===== config.mk =====
export PLATFORM = sky130hd
export DESIGN_NAME = timer_channel_cfg
export DESIGN_NICKNAME = d
export VERILOG_FILES = /design/src/hw/tmr_cfg_pkg.sv /design/src/hw/pin_noise_filter.sv /design/src/hw/pin_edge_detect.sv /design/src/hw/timer_channel_cfg.sv
export SDC_FILE = /design/constraint.sdc
export NUM_CORES = 1
export LEC_CHECK = 0
export ABC_AREA = 1
export BUFFER_PORTS_ARGS = -buffer_cell sky130_fd_sc_hd__buf_4
export CORE_MARGIN = 2
export CORE_UTILIZATION = 45
export CTS_BUF_LIST = sky130_fd_sc_hd__clkbuf_4
export DETAILED_ROUTE_END_ITERATION = 8
export PLACE_DENSITY_LB_ADDON = 0.2
export SYNTH_ARGS = -nofsm -noshare
export SYNTH_HDL_FRONTEND = slang
export SYNTH_SLANG_ARGS = --single-unit

===== constraint.sdc =====
create_clock -name pclk -period 1.7 [get_ports pclk]
set_input_delay 0.17 -clock pclk [delete_from_list [all_inputs] [get_ports pclk]]
set_output_delay 0.17 -clock pclk [all_outputs]
set_load 0.005 [all_outputs]

===== src/hw/tmr_cfg_pkg.sv =====
package tmr_cfg_pkg;

	// ------------------------------------------------------------
	// Register byte offsets
	// ------------------------------------------------------------
	localparam logic [7:0] OFS_OUT_MODE = 8'h00;
	localparam logic [7:0] OFS_OUT_LEVEL = 8'h04;
	localparam logic [7:0] OFS_OUT_EN = 8'h08;
	localparam logic [7:0] OFS_NOISE_FILT = 8'h0c;
	localparam logic [7:0] OFS_CH2_MODE = 8'h10;
	localparam logic [7:0] OFS_SW_TRIG = 8'h14;
	localparam logic [7:0] OFS_STATUS = 8'h18;

	// ------------------------------------------------------------
	// Field positions and reset values
	// ------------------------------------------------------------
	localparam int CH1_BIT = 1;
	localparam int SW_TRIG_BIT = 0;
	localparam logic [15:0] RST_OUT_MODE = 16'h0000;
	localparam logic [15:0] RST_OUT_LEVEL = 16'h0000;
	localparam logic [15:0] RST_OUT_EN = 16'h0000;
	localparam logic [7:0] RST_NOISE_FILT = 8'h00;
	localparam logic [15:0] RST_CH2_MODE = 16'h0000;
	localparam logic [15:0] CH2_MODE_WMASK = 16'hdfcf;
	localparam int FILT_LEN = 3;

	// ------------------------------------------------------------
	// Encodings
	// ------------------------------------------------------------
	localparam logic [1:0] OPCLK_A = 2'h0;
	localparam logic [1:0] OPCLK_C = 2'h1;
	localparam logic [1:0] OPCLK_B = 2'h2;
	localparam logic [1:0] OPCLK_D = 2'h3;
	localparam logic [2:0] TRIG_SW_ONLY = 3'h0;
	localparam logic [2:0] TRIG_ONE_EDGE = 3'h1;
	localparam logic [2:0] TRIG_BOTH_EDGE = 3'h2;
	localparam logic [2:0] TRIG_MASTER = 3'h4;
	localparam logic [1:0] EDGE_FALL = 2'h0;
	localparam logic [1:0] EDGE_RISE = 2'h1;
	localparam logic [1:0] EDGE_BOTH_LOW = 2'h2;
	localparam logic [1:0] EDGE_BOTH_HIGH = 2'h3;

	typedef struct packed {
		logic [1:0] opclk_sel;
		logic rsv13;
		logic count_clk_src;
		logic lead_role_bit;
		logic [2:0] trig_sel;
		logic [1:0] edge_sel;
		logic [1:0] rsv5_4;
		logic [3:0] op_mode;
	} ch2_mode_t;

	typedef struct packed {
		logic start;
		logic capture;
		logic count_tick;
	} ch2_evt_t;

endpackage : tmr_cfg_pkg


===== src/hw/pin_noise_filter.sv =====
module pin_noise_filter #(
	parameter int LEN = tmr_cfg_pkg::FILT_LEN
) (
	input wire logic pclk,
	input wire logic presetn,
	input wire logic clk_en,
	input wire logic filt_on,
	input wire logic pin_in,
	output logic pin_out
);

	logic [LEN-1:0] hist;

	always_ff @(posedge pclk or negedge presetn) begin
		if (!presetn) begin
			hist <= '0;
		end else if (clk_en) begin
			hist <= {hist[LEN-2:0], pin_in};
		end
	end

	// Level passes only once stable for LEN samples when filtering
	always_ff @(posedge pclk or negedge presetn) begin
		if (!presetn) begin
			pin_out <= 1'b0;
		end else if (clk_en) begin
			if (!filt_on) begin
				pin_out <= pin_in;
			end else if (&hist) begin
				pin_out <= 1'b1;
			end else if (~|hist) begin
				pin_out <= 1'b0;
			end
		end
	end

endmodule : pin_noise_filter


===== src/hw/pin_edge_detect.sv =====
module pin_edge_detect (
	input wire logic pclk,
	input wire logic presetn,
	input wire logic clk_en,
	input wire logic pin_in,
	output logic rise,
	output logic fall
);

	logic last;

	always_ff @(posedge pclk or negedge presetn) begin
		if (!presetn) begin
			last <= 1'b0;
		end else if (clk_en) begin
			last <= pin_in;
		end
	end

	assign rise = clk_en && pin_in && !last;
	assign fall = clk_en && !pin_in && last;

endmodule : pin_edge_detect


===== src/hw/timer_channel_cfg.sv =====
// Behaviour
// - Output-mode bit 1 picks channel 1 master (0) or slave (1) output
// - Output-level bit 1 holds channel 1 output level, 0 low, 1 high
// - Output-enable bit 1 lets counting drive channel 1 output when set
// - Noise-filter bit 1 turns channel 1 input filter on or off
// - Channel 2 bits 15:14 pick clock a, c, b, d for 00..11
// - Channel 2 bit 12: count operation clock (0) or input edges (1)
// - Channel 2 bit 11 set marks master role, clear independent/slave
// - Trigger code 000: start only by software trigger
// - Trigger code 001: valid input edge starts and captures
// - Trigger code 010: one input edge starts, other edge captures
// - Trigger code 100: trigger comes from master channel interrupt
// - Edge bits 7:6: fall, rise, both low width, both high width
//
// The APB register port and the register addresses are this design's own decisions.
module timer_channel_cfg (
	input wire logic pclk,
	input wire logic presetn,
	input wire logic clk_en,
	input wire logic psel,
	input wire logic penable,
	input wire logic pwrite,
	input wire logic [7:0] paddr,
	input wire logic [31:0] pwdata,
	output logic [31:0] prdata,
	output logic pready,
	output logic pslverr,
	input wire logic [3:0] prescaled_ticks,
	input wire logic ch1_input_pin,
	input wire logic ch2_input_pin,
	input wire logic ch1_cnt_toggle,
	input wire logic ch1_cnt_set,
	input wire logic ch1_cnt_clear,
	input wire logic master_irq,
	output logic ch1_output_pin,
	output logic ch1_input_clean,
	output logic ch2_lead_role_bit,
	output logic ch2_start_trig,
	output logic ch2_capture_trig,
	output logic ch2_count_tick
);

	// ------------------------------------------------------------
	// Register bus
	// ------------------------------------------------------------
	logic [15:0] output_mode_reg;
	logic [15:0] output_level_reg;
	logic [15:0] output_enable_reg;
	logic [7:0] noise_filter_reg;
	tmr_cfg_pkg::ch2_mode_t ch2_mode_reg;
	logic sw_trig;
	logic access;
	logic wr;
	logic mapped;

	assign access = psel && penable && pready;
	assign wr = access && pwrite;
	assign mapped = paddr inside {tmr_cfg_pkg::OFS_OUT_MODE,
		tmr_cfg_pkg::OFS_OUT_LEVEL, tmr_cfg_pkg::OFS_OUT_EN,
		tmr_cfg_pkg::OFS_NOISE_FILT, tmr_cfg_pkg::OFS_CH2_MODE,
		tmr_cfg_pkg::OFS_SW_TRIG, tmr_cfg_pkg::OFS_STATUS};

	function automatic logic hit(input logic [7:0] a, input logic [7:0] o);
		return a == o;
	endfunction : hit

	// One wait state: answer comes in the second access cycle
	always_ff @(posedge pclk or negedge presetn) begin
		if (!presetn) begin
			pready <= 1'b0;
			pslverr <= 1'b0;
			prdata <= 32'h0000_0000;
		end else if (clk_en) begin
			pready <= psel && penable && !pready;
			pslverr <= psel && penable && !pready && !mapped;
			if (psel && penable && !pready && !pwrite) begin
				case (paddr)
					tmr_cfg_pkg::OFS_OUT_MODE:
						prdata <= {16'h0000, output_mode_reg};
					tmr_cfg_pkg::OFS_OUT_LEVEL:
						prdata <= {16'h0000, output_level_reg};
					tmr_cfg_pkg::OFS_OUT_EN:
						prdata <= {16'h0000, output_enable_reg};
					tmr_cfg_pkg::OFS_NOISE_FILT:
						prdata <= {24'h000000, noise_filter_reg};
					tmr_cfg_pkg::OFS_CH2_MODE:
						prdata <= {16'h0000, ch2_mode_reg};
					tmr_cfg_pkg::OFS_STATUS:
						prdata <= {29'h0000_0000, ch1_input_clean,
							ch2_input_pin, ch1_output_pin};
					default:
						prdata <= 32'h0000_0000;
				endcase
			end
		end
	end

	always_ff @(posedge pclk or negedge presetn) begin
		if (!presetn) begin
			output_mode_reg <= tmr_cfg_pkg::RST_OUT_MODE;
			output_enable_reg <= tmr_cfg_pkg::RST_OUT_EN;
			noise_filter_reg <= tmr_cfg_pkg::RST_NOISE_FILT;
			ch2_mode_reg <= tmr_cfg_pkg::RST_CH2_MODE;
		end else if (clk_en && wr) begin
			if (hit(paddr, tmr_cfg_pkg::OFS_OUT_MODE)) begin
				output_mode_reg <= pwdata[15:0];
			end
			if (hit(paddr, tmr_cfg_pkg::OFS_OUT_EN)) begin
				output_enable_reg <= pwdata[15:0];
			end
			if (hit(paddr, tmr_cfg_pkg::OFS_NOISE_FILT)) begin
				noise_filter_reg <= pwdata[7:0];
			end
			if (hit(paddr, tmr_cfg_pkg::OFS_CH2_MODE)) begin
				ch2_mode_reg <= pwdata[15:0] & tmr_cfg_pkg::CH2_MODE_WMASK;
			end
		end
	end

	// Software trigger is a write-one pulse
	always_ff @(posedge pclk or negedge presetn) begin
		if (!presetn) begin
			sw_trig <= 1'b0;
		end else if (clk_en) begin
			sw_trig <= wr && hit(paddr, tmr_cfg_pkg::OFS_SW_TRIG) &&
				pwdata[tmr_cfg_pkg::SW_TRIG_BIT];
		end
	end

	// ------------------------------------------------------------
	// Channel 1 output
	// ------------------------------------------------------------
	logic ch1_output_mode_bit;
	logic ch1_output_enable_bit;
	logic ch1_noise_filter_bit;
	logic ch1_output_level;

	assign ch1_output_mode_bit = output_mode_reg[tmr_cfg_pkg::CH1_BIT];
	assign ch1_output_enable_bit = output_enable_reg[tmr_cfg_pkg::CH1_BIT];
	assign ch1_noise_filter_bit = noise_filter_reg[tmr_cfg_pkg::CH1_BIT];
	assign ch1_output_level = output_level_reg[tmr_cfg_pkg::CH1_BIT];

	// Direct writes to an enabled bit are ignored; counting owns it
	always_ff @(posedge pclk or negedge presetn) begin
		if (!presetn) begin
			output_level_reg <= tmr_cfg_pkg::RST_OUT_LEVEL;
		end else if (clk_en) begin
			for (int i = 0; i < 16; i++) begin
				if (wr && hit(paddr, tmr_cfg_pkg::OFS_OUT_LEVEL) &&
					!output_enable_reg[i]) begin
					output_level_reg[i] <= pwdata[i];
				end
			end
			if (ch1_output_enable_bit) begin
				if (!ch1_output_mode_bit && ch1_cnt_toggle) begin
					output_level_reg[tmr_cfg_pkg::CH1_BIT] <= !ch1_output_level;
				end else if (ch1_output_mode_bit && ch1_cnt_set) begin
					output_level_reg[tmr_cfg_pkg::CH1_BIT] <= 1'b1;
				end else if (ch1_output_mode_bit && ch1_cnt_clear) begin
					output_level_reg[tmr_cfg_pkg::CH1_BIT] <= 1'b0;
				end
			end
		end
	end

	always_ff @(posedge pclk or negedge presetn) begin
		if (!presetn) begin
			ch1_output_pin <= 1'b0;
		end else if (clk_en) begin
			ch1_output_pin <= ch1_output_level;
		end
	end

	pin_noise_filter #(
		.LEN(tmr_cfg_pkg::FILT_LEN)
	) u_ch1_filter (
		.pclk(pclk),
		.presetn(presetn),
		.clk_en(clk_en),
		.filt_on(ch1_noise_filter_bit),
		.pin_in(ch1_input_pin),
		.pin_out(ch1_input_clean)
	);

	// ------------------------------------------------------------
	// Channel 2 clock and trigger selection
	// ------------------------------------------------------------
	logic ch2_rise;
	logic ch2_fall;
	logic opclk_tick;
	logic valid_edge;
	logic start_edge;
	logic capture_edge;
	tmr_cfg_pkg::ch2_evt_t next_evt;

	pin_edge_detect u_ch2_edge (
		.pclk(pclk),
		.presetn(presetn),
		.clk_en(clk_en),
		.pin_in(ch2_input_pin),
		.rise(ch2_rise),
		.fall(ch2_fall)
	);

	always_comb begin
		case (ch2_mode_reg.opclk_sel)
			tmr_cfg_pkg::OPCLK_A: opclk_tick = prescaled_ticks[0];
			tmr_cfg_pkg::OPCLK_B: opclk_tick = prescaled_ticks[1];
			tmr_cfg_pkg::OPCLK_C: opclk_tick = prescaled_ticks[2];
			default: opclk_tick = prescaled_ticks[3];
		endcase
	end

	always_comb begin
		case (ch2_mode_reg.edge_sel)
			tmr_cfg_pkg::EDGE_FALL: valid_edge = ch2_fall;
			tmr_cfg_pkg::EDGE_RISE: valid_edge = ch2_rise;
			default: valid_edge = ch2_rise || ch2_fall;
		endcase
		// Low width starts on falling; high width starts on rising
		start_edge = ch2_mode_reg.edge_sel[0] ? ch2_rise : ch2_fall;
		capture_edge = ch2_mode_reg.edge_sel[0] ? ch2_fall : ch2_rise;
	end

	always_comb begin
		next_evt.count_tick = ch2_mode_reg.count_clk_src ?
			valid_edge : opclk_tick;
		case (ch2_mode_reg.trig_sel)
			tmr_cfg_pkg::TRIG_SW_ONLY: begin
				next_evt.start = sw_trig;
				next_evt.capture = 1'b0;
			end
			tmr_cfg_pkg::TRIG_ONE_EDGE: begin
				next_evt.start = sw_trig || valid_edge;
				next_evt.capture = valid_edge;
			end
			tmr_cfg_pkg::TRIG_BOTH_EDGE: begin
				next_evt.start = sw_trig || start_edge;
				next_evt.capture = capture_edge;
			end
			tmr_cfg_pkg::TRIG_MASTER: begin
				next_evt.start = sw_trig || master_irq;
				next_evt.capture = master_irq;
			end
			default: begin
				// Prohibited codes: only software start is kept
				next_evt.start = sw_trig;
				next_evt.capture = 1'b0;
			end
		endcase
	end

	always_ff @(posedge pclk or negedge presetn) begin
		if (!presetn) begin
			ch2_start_trig <= 1'b0;
			ch2_capture_trig <= 1'b0;
			ch2_count_tick <= 1'b0;
			ch2_lead_role_bit <= 1'b0;
		end else if (clk_en) begin
			ch2_start_trig <= next_evt.start;
			ch2_capture_trig <= next_evt.capture;
			ch2_count_tick <= next_evt.count_tick;
			ch2_lead_role_bit <= ch2_mode_reg.lead_role_bit;
		end
	end

	// ------------------------------------------------------------
	// Checks
	// ------------------------------------------------------------
	chk_mode_toggle: assert property (@(posedge pclk) disable iff (!presetn)
		clk_en && ch1_output_enable_bit && !ch1_output_mode_bit &&
		ch1_cnt_toggle ##1 clk_en |=> ch1_output_pin != $past(ch1_output_pin))
		else $error("master mode toggle did not reach output pin");

	chk_level_write: assert property (@(posedge pclk) disable iff (!presetn)
		clk_en && wr && hit(paddr, tmr_cfg_pkg::OFS_OUT_LEVEL) &&
		!ch1_output_enable_bit ##1 clk_en |=> ch1_output_pin == $past(pwdata[1], 2))
		else $error("written output level not shown on pin");

	chk_enable_gate: assert property (@(posedge pclk) disable iff (!presetn)
		clk_en && !ch1_output_enable_bit && !wr |=>
		ch1_output_level == $past(ch1_output_level))
		else $error("output changed while counting is disabled");

	chk_filter_bypass: assert property (@(posedge pclk) disable iff (!presetn)
		clk_en && !ch1_noise_filter_bit |=> ch1_input_clean == $past(ch1_input_pin))
		else $error("filter off yet input delayed");

	chk_opclk_sel: assert property (@(posedge pclk) disable iff (!presetn)
		clk_en && !ch2_mode_reg.count_clk_src &&
		ch2_mode_reg.opclk_sel == tmr_cfg_pkg::OPCLK_C |=>
		ch2_count_tick == $past(prescaled_ticks[2]))
		else $error("operation clock c not selected");

	chk_edge_count: assert property (@(posedge pclk) disable iff (!presetn)
		clk_en && ch2_mode_reg.count_clk_src &&
		ch2_mode_reg.edge_sel == tmr_cfg_pkg::EDGE_RISE |=>
		ch2_count_tick == $past(ch2_rise))
		else $error("count tick not from input rising edge");

	chk_lead_role: assert property (@(posedge pclk) disable iff (!presetn)
		clk_en |=> ch2_lead_role_bit == $past(ch2_mode_reg[11]))
		else $error("lead role output does not follow mode bit 11");

	chk_sw_only: assert property (@(posedge pclk) disable iff (!presetn)
		clk_en && ch2_mode_reg.trig_sel == tmr_cfg_pkg::TRIG_SW_ONLY |=>
		ch2_start_trig == $past(sw_trig) && !ch2_capture_trig)
		else $error("non-software trigger accepted in code 000");

	chk_one_edge: assert property (@(posedge pclk) disable iff (!presetn)
		clk_en && ch2_mode_reg.trig_sel == tmr_cfg_pkg::TRIG_ONE_EDGE &&
		valid_edge |=> ch2_start_trig && ch2_capture_trig)
		else $error("valid edge did not start and capture");

	chk_both_edge: assert property (@(posedge pclk) disable iff (!presetn)
		clk_en && ch2_mode_reg.trig_sel == tmr_cfg_pkg::TRIG_BOTH_EDGE &&
		ch2_mode_reg.edge_sel == tmr_cfg_pkg::EDGE_BOTH_LOW && ch2_rise |=>
		ch2_capture_trig)
		else $error("rising edge did not capture in low width mode");

	chk_master_trig: assert property (@(posedge pclk) disable iff (!presetn)
		clk_en && ch2_mode_reg.trig_sel == tmr_cfg_pkg::TRIG_MASTER |=>
		ch2_capture_trig == $past(master_irq))
		else $error("master interrupt not used as trigger");

	chk_apb_answer: assert property (@(posedge pclk) disable iff (!presetn)
		clk_en && psel && penable && !pready ##1 clk_en |-> pready)
		else $error("bus answer missing after one wait state");

endmodule : timer_channel_cfg


; Word level (Yosys, flattened, before mapping)
; Index checks and enable logic that the tools add are counted.
[word_totals]
reg_bits = 114
out_inout_bits = 40
word_cells = 152
[classes]
eq_ne = 13
n_mux = 15
reduce_logical = 87
[ops]
columns = op, count
row1 = $pmux W16 S6, 1
row2 = $reduce_and A2 Y1, 21
row3 = $logic_and A1 B1 Y1, 33
row4 = $eq A8 B5 Y1 const B, 3
row5 = $logic_not A1 Y1, 23
row6 = $eq A8 B4 Y1 const B, 2
row7 = $mux W1, 11
row8 = $eq A8 B3 Y1 const B, 1
row9 = $logic_not A8 Y1, 1
row10 = $reduce_bool A7 Y1, 1
row11 = $pmux W2 S3, 1
row12 = $eq A2 B1 Y1 const B, 2
row13 = $logic_not A2 Y1, 2
row14 = $logic_or A1 B1 Y1, 4
row15 = $eq A3 B1 Y1 const B, 1
row16 = $eq A3 B2 Y1 const B, 1
row17 = $eq A3 B3 Y1 const B, 1
row18 = $ne A3 B2 Y1 const B, 1
row19 = $pmux W1 S3, 1
row20 = $reduce_and A3 Y1, 1
row21 = $reduce_or A3 Y1, 1
row22 = $eq A2 B2 Y1 const B, 1
row23 = $pmux W1 S2, 1

; Logic depth before layout (Yosys ltp)
; Gate-level depths: netlist of run 1.
[depth]
ltp_word = 10
depth_mapped = 10

; Cells and area by module
; Synthesis of run 1 repeated with hierarchy kept, for this count alone.
[unflattened]
hier_cells = 602
hier_area_um2 = 5017.3
[modules_own_cells]
columns = module, instances, cells_per_inst, area_each_um2
row1 = timer_channel_cfg, 1, 571, 4778.3
row2 = pin_noise_filter, 1, 23, 187.7
row3 = pin_edge_detect, 1, 8, 51.3

; Worst setup path after synthesis of run 1
; No wires, ideal clock.
[synth_path]
path_kind = flip-flop to flip-flop
start = register pready
end = register output_level_reg[13]
arrival_ns = 1.165
slack_ns = 0.412
path_stages_with_launch = 8
n_path_buf = 2
period_less_slack_ns = 1.288
path_cell_list = dfrtp_1 nand2_1 nor2_4 nand2_2 buf_6 buf_6 nor4_2 nor2_1
[synth_via]
elab_chain_len = 5
[synth_rtl]
columns = item, line
row1 = "start, declared", timer_channel_cfg.sv:26  ; output logic pready,
row2 = "start signal, assigned", timer_channel_cfg.sv:74  ; pready <= psel && penable && !pready;
row3 = $logic_and A1 B1 Y1, timer_channel_cfg.sv:56  ; assign access = psel && penable && pready;
row4 = $logic_and A1 B1 Y1, timer_channel_cfg.sv:57  ; assign wr = access && pwrite;
row5 = $logic_and A1 B1 Y1 (2 in series), timer_channel_cfg.sv:149  ; if (wr && hit(paddr, tmr_cfg_pkg::OFS_OUT_LEVEL) &&
row6 = $reduce_and A2 Y1 (no line), -
row7 = "end signal, assigned", timer_channel_cfg.sv:146  ; output_level_reg <= tmr_cfg_pkg::RST_OUT_LEVEL;
row8 = "end signal, assigned by index", timer_channel_cfg.sv:151  ; output_level_reg[i] <= pwdata[i];
row9 = "end signal, assigned by index", timer_channel_cfg.sv:156  ; output_level_reg[tmr_cfg_pkg::CH1_BIT] <= !ch1_output_level;
row10 = "end, declared", timer_channel_cfg.sv:47  ; logic [15:0] output_level_reg;
; Every way passes these cells.
; A chain may end at the register's enable or synchronous reset.

; Worst setup path after layout of run 1
[layout_path]
start = register pready
end = register ch2_mode_reg[15] (netlist name)
[layout_via]
elab_chain_len = 4
[layout_rtl]
columns = item, line
row1 = $logic_and A1 B1 Y1, timer_channel_cfg.sv:56
row2 = $logic_and A1 B1 Y1, timer_channel_cfg.sv:57
row3 = $logic_and A1 B1 Y1, timer_channel_cfg.sv:104  ; end else if (clk_en && wr) begin
row4 = $reduce_and A2 Y1 (no line), -
row5 = "end signal, assigned", timer_channel_cfg.sv:103  ; ch2_mode_reg <= tmr_cfg_pkg::RST_CH2_MODE;
row6 = "end signal, assigned", timer_channel_cfg.sv:115  ; ch2_mode_reg <= pwdata[15:0] & tmr_cfg_pkg::CH2_MODE_WMASK;
row7 = "end, declared", timer_channel_cfg.sv:50  ; tmr_cfg_pkg::ch2_mode_t ch2_mode_reg;
; Every way passes these cells.

==> results of run 1 <==
[final timing paths]
check / startpoint / to / slack [ps] / cells after the start
worst max-delay path: pready / ch2_mode_reg[15] / 210 / 7
worst min-delay path: pwdata[14] / output_enable_reg[14] / 20 / 3
worst max register to register: pready / ch2_mode_reg[15] / 210 / 7
worst min register to register: prdata[12] / prdata[12] / 500 / 2
max in group asynchronous: presetn / output_mode_reg[11] / 860 / 3
min in group asynchronous: presetn / pslverr / 140 / 2
[cell families after synthesis]
| group | Yosys count |
|---|---|
| muxes | 1 |
| DFF | 98 |
| other | 1 |
| and+or+nand+nor | 319 |
| AOI/OAI and AO/OA | 109 |
| buffers and inverters | 95 |
[cell type report]
cell class	instances	area share
inverter	51	0.03434
sequential	98	0.4129
clock buffer	9	0.01138
clock inverter	7	0.009269
tap	143	0.03012
timing repair buffer	86	0.1192
multi-input combinational	445	0.3828
[metal layers]
| layer | share of wire | vias up | GRT usage |
|---|---|---|---|
| met5 | 0 | - | 0 |
| met4 | 0.010 | 0 | 0.05366 |
| met3 | 0.044 | 10 | 0.03294 |
| met2 | 0.47 | 113 | 0.3333 |
| met1 | 0.47 | 2049 | 0.2944 |
| li1 | - | 2131 | - |
[placed cells by master (no fill, tap or decap), drive strengths merged]
| cell type | Yosys | routed |
|---|---|---|
| nand3 | 53 | 53 |
| inv | 50 | 51 |
| clkinv | 1 | 5 |
| o211ai | 2 | 2 |
| nand4 | 11 | 11 |
| dfrtp | 98 | 98 |
| dlygate4sd3 | 0 | 10 |
| o21ai | 64 | 64 |
| or2 | 3 | 3 |
| o21bai | 3 | 3 |
| nor3 | 16 | 16 |
| nor2 | 40 | 40 |
| mux2i | 1 | 1 |
| clkinvlp | 0 | 2 |
| a21oi | 36 | 36 |
| clkbuf | 4 | 9 |
| nor4 | 1 | 1 |
| buf | 40 | 76 |
| nand2 | 194 | 194 |
| nand3b | 1 | 1 |
| conb | 1 | 16 |
| a21boi | 2 | 2 |
| a31oi | 2 | 2 |
[through the flow]
step | cells | area [um^2] | hold WS (ps)
after floorplan | 638 | 5316 | -125.6
after global placement | 813 | 5717 | 114.7
after global routing | 839 | 5939 | 20.33
final | 839 | 5939 | 17.06
after CTS | 839 | 5939 | 4.125
after detailed placement | 813 | 5717 | 118.7
[power by group]
part / internal (mW) / switching (mW) / leakage, nW / total [mW]
registers: 2.38 / 0.0330 / 1.35 / 2.41
clock network: 0.311 / 0.846 / 0.0625 / 1.16
logic: 0.180 / 0.238 / 1.72 / 0.418
[synth_stat cells (all sizes together)]
cell type,count
dfrtp,98
a21oi,36
nor3,16
nand3,53
clkinv,1
or2,3
nor2,40
nand3b,1
nand2,194
o21bai,3
mux2i,1
clkbuf,4
a31oi,2
buf,40
o211ai,2
o21ai,64
inv,50
nor4,1
a21boi,2
nand4,11
conb,1
[critical path, stage by stage (launching register included)]
cell,delay [ps]
dfrtp_1,430
nand2_1,100
nor2_4,120
nand2_2,90
clkinv_4,110
nand3_4,280
nand2_1,150
o21ai_1,70
==> metrics.md, run 1 <==
| Metric | Value |
|---|---|
| Max-cap violations | 0 |
| Final GP Congestion | 0.8106 |
| Crit path launch type | flop |
| Final worst slack | between 200 and 250 ps |
| # Post-CTS Setup Buffers | 0 |
| Netlist cell types | 37 |
| DRT iter0 DRCs | 254 |
| Seq/Total Area, Yosys | 0.4662 |
| Total GRT Usage | 0.2069 |
| Synth Cell Area | 5260 um^2 |
| Antenna cell count | 0 |
| Clock transition at the registers of the reported paths | roughly 170 ps |
| RSZ-0062 raised after global routing | false |
| Largest net degree at the start of global routing | 47 |
| Initial DRT Pass Iterations | 5 |
| Via density per instance | between 5 and 6 |
| Max FO, Critical Path | 26 |
| Largest family of logic cells by synthesized area | simple AND/OR/NAND/NOR gates |
| IO buf count | 63 |
| Grt ovf | 0 |
| FF+latch count, synth | 98 |
| Synth Area in Simple Gates | 0.2890 |
| Hold-fix buffers, CTS | 10 |
| Syn avg cell area | 8.443 um^2 |
| Clk Tree Root Cell | clkbuf_4 |
| DR DRC count | 0 |
| Total CTS buffers | 9 |
| CTS tree | built |
| Drt wl/cell | between 10 and 15 um |
| Fmax | 0.6689 GHz |
| Area contributors post-synth | dfrtp_1, nand2_1, o21ai_2 |
| Register Area | roughly 2500 um^2 |
| Die span in y | 112.1 um |
| Pins Over Slew Limit | 0 |
| Boundary pin count | 96 |
| Cts repair resizes | 0 |
| Adder-Cell Fraction of Synth Area | 0 |
| CP Capture Type | flop |
| Crit path required time | 2050 ps |
| Peak supply drop | about 340 uV |
| Final HPWL DP | 8511 um |
| Worst min-delay path category | input port to flop |
| Worst Path Class, Setup | flop to flop |
| Via Count | 4,303 |
| Fin Setup TNS | 0 ps |
| Vias in the first global route | between 4k and 5k |
| Antenna violations before repair | 0 |
| Core ar. | 11,420 um^2 |
| Nets | 747 |
| First-pass GRT wire length | between 20,000 and 25,000 um |
| Status | complete, no violations |
| Power Density | 671.1 nW/um^2 |
| H-tree levels | 3 |
| Pleak | 3.130 nW |
| Final Hold Vio Count | 0 |
| Top-area cell type share of the netlist area | 0.4662 |
| Arrival @ worst endpoint | ~1800 ps |
| Layout fillers | 1,089 |
| Die area | roughly 13,000 um^2 |
| Post-Place Setup Slack | 141.6 ps |
| Post-synth top area cell | dfrtp_1 |
| Synthesis-to-layout area growth | 12.92% |
| Row count | 39 |
| Worst-case clock skew | between 20 and 25 ps |
| Xor/xnor share of the synthesized area | 0 |
| Tcrit/Tclk final | 0.8793 |
| Multi-input gate area | 2273 um^2 |
| Layout cell share with drive strength beyond 1 | 0.2313 |
| Final ANT Viol Nets | 0 |
| DRT Wirelength | around 12,000 um |
| Gate Count Post-Synth | 623 |
| Fin util | 0.5202 |
| Final Setup Violations | 0 |
| CTS max path bufs | 2 |
| Initial core utilization | 0.4607 |
| Post-synthesis mux area share | 0.001903 |
| Yosys Warn Count | 0 |
| Compound-Gate Fraction of Synth Area | 0.1299 |
| Total power | 3.986 mW |
| Die W | 112.1 um |
| Min Tclk post-route | 1495 ps |
| Clock Sinks | 98 |
| Worst skew pair latency | ~460 ps |
(Power assumes the default switching activity.)
==> inputs of run 2 (changes only) <==
Settings changed: CORE_ASPECT_RATIO from default to 1.2.
==> metrics.md, run 2 (synthesis results as in run 1) <==
| Metric | Value |
|---|---|
| Register Area | 2452 um^2 (unchanged) |
| Fmax | 0.6540 GHz (was 0.6689 GHz) |
| CTS tree | built (unchanged) |
| Die span in y | 122.4 um (was 112.1 um) |
| Status | complete, no violations (unchanged) |
| Max-cap violations | 0 (unchanged) |
| CTS max path bufs | 2 (unchanged) |
| H-tree levels | 3 (unchanged) |
| Via density per instance | 5.038 (was 5.129) |
| Worst-case clock skew | 13.58 ps (was 20.19 ps) |
| Boundary pin count | 96 (unchanged) |
| Die area | 12,570 um^2 (about the same) |
| Row count | 43 (was 39) |
| Nets | 753 (was 747) |
| Antenna violations before repair | 0 (unchanged) |
| Arrival @ worst endpoint | 1930 ps (was 1840 ps) |
| Final HPWL DP | 8621 um (was 8511 um) |
| First-pass GRT wire length | 21,030 um (was 20,890 um) |
| Initial core utilization | 0.4590 (was 0.4607) |
| RSZ-0062 raised after global routing | false (unchanged) |
| # Post-CTS Setup Buffers | 0 (unchanged) |
| Power Density | 718.7 nW/um^2 (was 671.1 nW/um^2) |
| Crit path required time | 2100 ps (was 2050 ps) |
| DRT Wirelength | 12,540 um (was 12,350 um) |
| Final worst slack | 170.9 ps (was 205.1 ps) |
| Clk Tree Root Cell | clkbuf_4 (unchanged) |
| Total GRT Usage | 0.2182 (was 0.2069) |
| Layout cell share with drive strength beyond 1 | 0.2282 (was 0.2313) |
| CP Capture Type | flop (unchanged) |
| Final ANT Viol Nets | 0 (unchanged) |
| Antenna cell count | 0 (unchanged) |
| Die W | 102.7 um (was 112.1 um) |
| Final GP Congestion | 0.8262 (was 0.8106) |
| Drt wl/cell | 14.62 um (was 14.72 um) |
| Total CTS buffers | 9 (unchanged) |
| Critical-path top delay cell | dfrtp_1 (unchanged) |
| Largest net degree at the start of global routing | 61 (was 47) |
| Clock transition at the registers of the reported paths | 150 ps (was 170 ps) |
| Slowest Stage Delay on Critical Path | 430 ps (about the same) |
| Final Hold Vio Count | 0 (unchanged) |
| Pins Over Slew Limit | 0 (unchanged) |
| Most frequent cells in the layout | nand2_1, dfrtp_1, buf_4, inv_1, nand3_1 (unchanged) |
| Delay-heaviest family, CP | simple AND/OR/NAND/NOR gates (unchanged) |
| Crit path launch type | flop (unchanged) |
| Post-Place Setup Slack | 80.25 ps (was 141.6 ps) |
| Pleak | 3.182 nW (was 3.130 nW) |
| DRT iter0 DRCs | 276 (was 254) |
| Synthesis-to-layout area growth | 15.03% (was 12.92%) |
| IO buf count | 63 (unchanged) |
| Most used cell, CP | nand2_1 (unchanged) |
| DR DRC count | 0 (unchanged) |
| # placed instances | 829 (was 813) |
| Multi-input gate area | 2273 um^2 (unchanged) |
| Fin Setup TNS | 0 ps (unchanged) |
| Layout fillers | 1,105 (was 1,089) |
| Tcrit/Tclk final | 0.8995 (was 0.8793) |
| Initial DRT Pass Iterations | 5 (unchanged) |
| Commonest non-fill, non-tap cell in the layout | nand2_1 (unchanged) |
| Via Count | 4,323 (was 4,303) |
| Worst skew pair latency | 470 ps (was 460 ps) |
| Core ar. | 11,460 um^2 (was 11,420 um^2) |
| Clock Sinks | 98 (unchanged) |
| Final Non-Filler Cells | 858 (was 839) |
| Worst Path Class, Setup | flop to flop (unchanged) |
| Number of buffers and inverters on the critical path | 1 (unchanged) |
| Total power | 4.349 mW (was 3.986 mW) |
| Vias in the first global route | 4,122 (was 4,087) |
| Max FO, Critical Path | 32 (was 26) |
| Min Tclk post-route | 1529 ps (was 1495 ps) |
| Grt ovf | 0 (unchanged) |
| Worst min-delay path category | input port to flop (unchanged) |
| Peak supply drop | 300.3 uV (was 335.2 uV) |
| Crit path cell chain | nand2_1 > nor2_4 > nand2_2 > clkinv_4 > nand2_4 > nand2_1 > o21ai_2 (was nand2_1 > nor2_4 > nand2_2 > clkinv_4 > nand3_4 > nand2_1 > o21ai_1) |
| Final Setup Violations | 0 (unchanged) |
run 2: timing repair:
item                                   CTS  global route
resized for setup                        0             0
endpoints found under the hold margin  132             0
hold buffers                            14             0
run 2: power by group:
group,leakage (nW),internal (mW),switching [mW]
Combinational,1.74,0.186,0.241
Sequential,1.35,2.38,0.0325
Clock,0.0911,0.730,0.782
Total,3.18,3.29,1.06
run 2: through the flow:
step	hold WS (ps)	util	cell area [um^2]
after floorplan	-125.6	-	5316
after global placement	80.79	0.5006	5737
final	32.17	0.5280	6051
after global routing	29.16	0.5280	6051
after detailed placement	83.08	0.5006	5737
after CTS	5.554	0.5280	6051
run 2: final timing paths:
check	slack, ps	endpoint	depth (start not counted)	start
min in group asynchronous	100	prdata[0]	2	presetn
setup reg to reg	170	output_enable_reg[14]	7	pready
hold reg to reg	500	prdata[4]	2	prdata[4]
hold / removal	30	output_enable_reg[4]	3	pwdata[4]
setup / recovery	170	output_enable_reg[14]	7	pready
max in group asynchronous	970	ch2_mode_reg[9]	3	presetn
run 2: final cells by class:
cell class,instances,share of cell area
inverters,51,0.03371
well taps,157,0.03246
flip-flops and latches,98,0.4053
repair buffers,92,0.1241
clock inverters,6,0.01758
clock buffers,9,0.01117
multi-input cells,445,0.3757
run 2: tightest hold or removal path, stage by stage:
cell     delay [ps]
buf_4            80
inv_1            90
o21ai_2         140
run 2: layer usage:
layer / vias to the layer above / global-route usage / part of all wire
met5: - / 0 / 0
li1: 2144 / - / -
met4: 0 / 0.07583 / 0.017
met1: 2050 / 0.3012 / 0.44
met3: 15 / 0.03360 / 0.050
met2: 114 / 0.3497 / 0.49
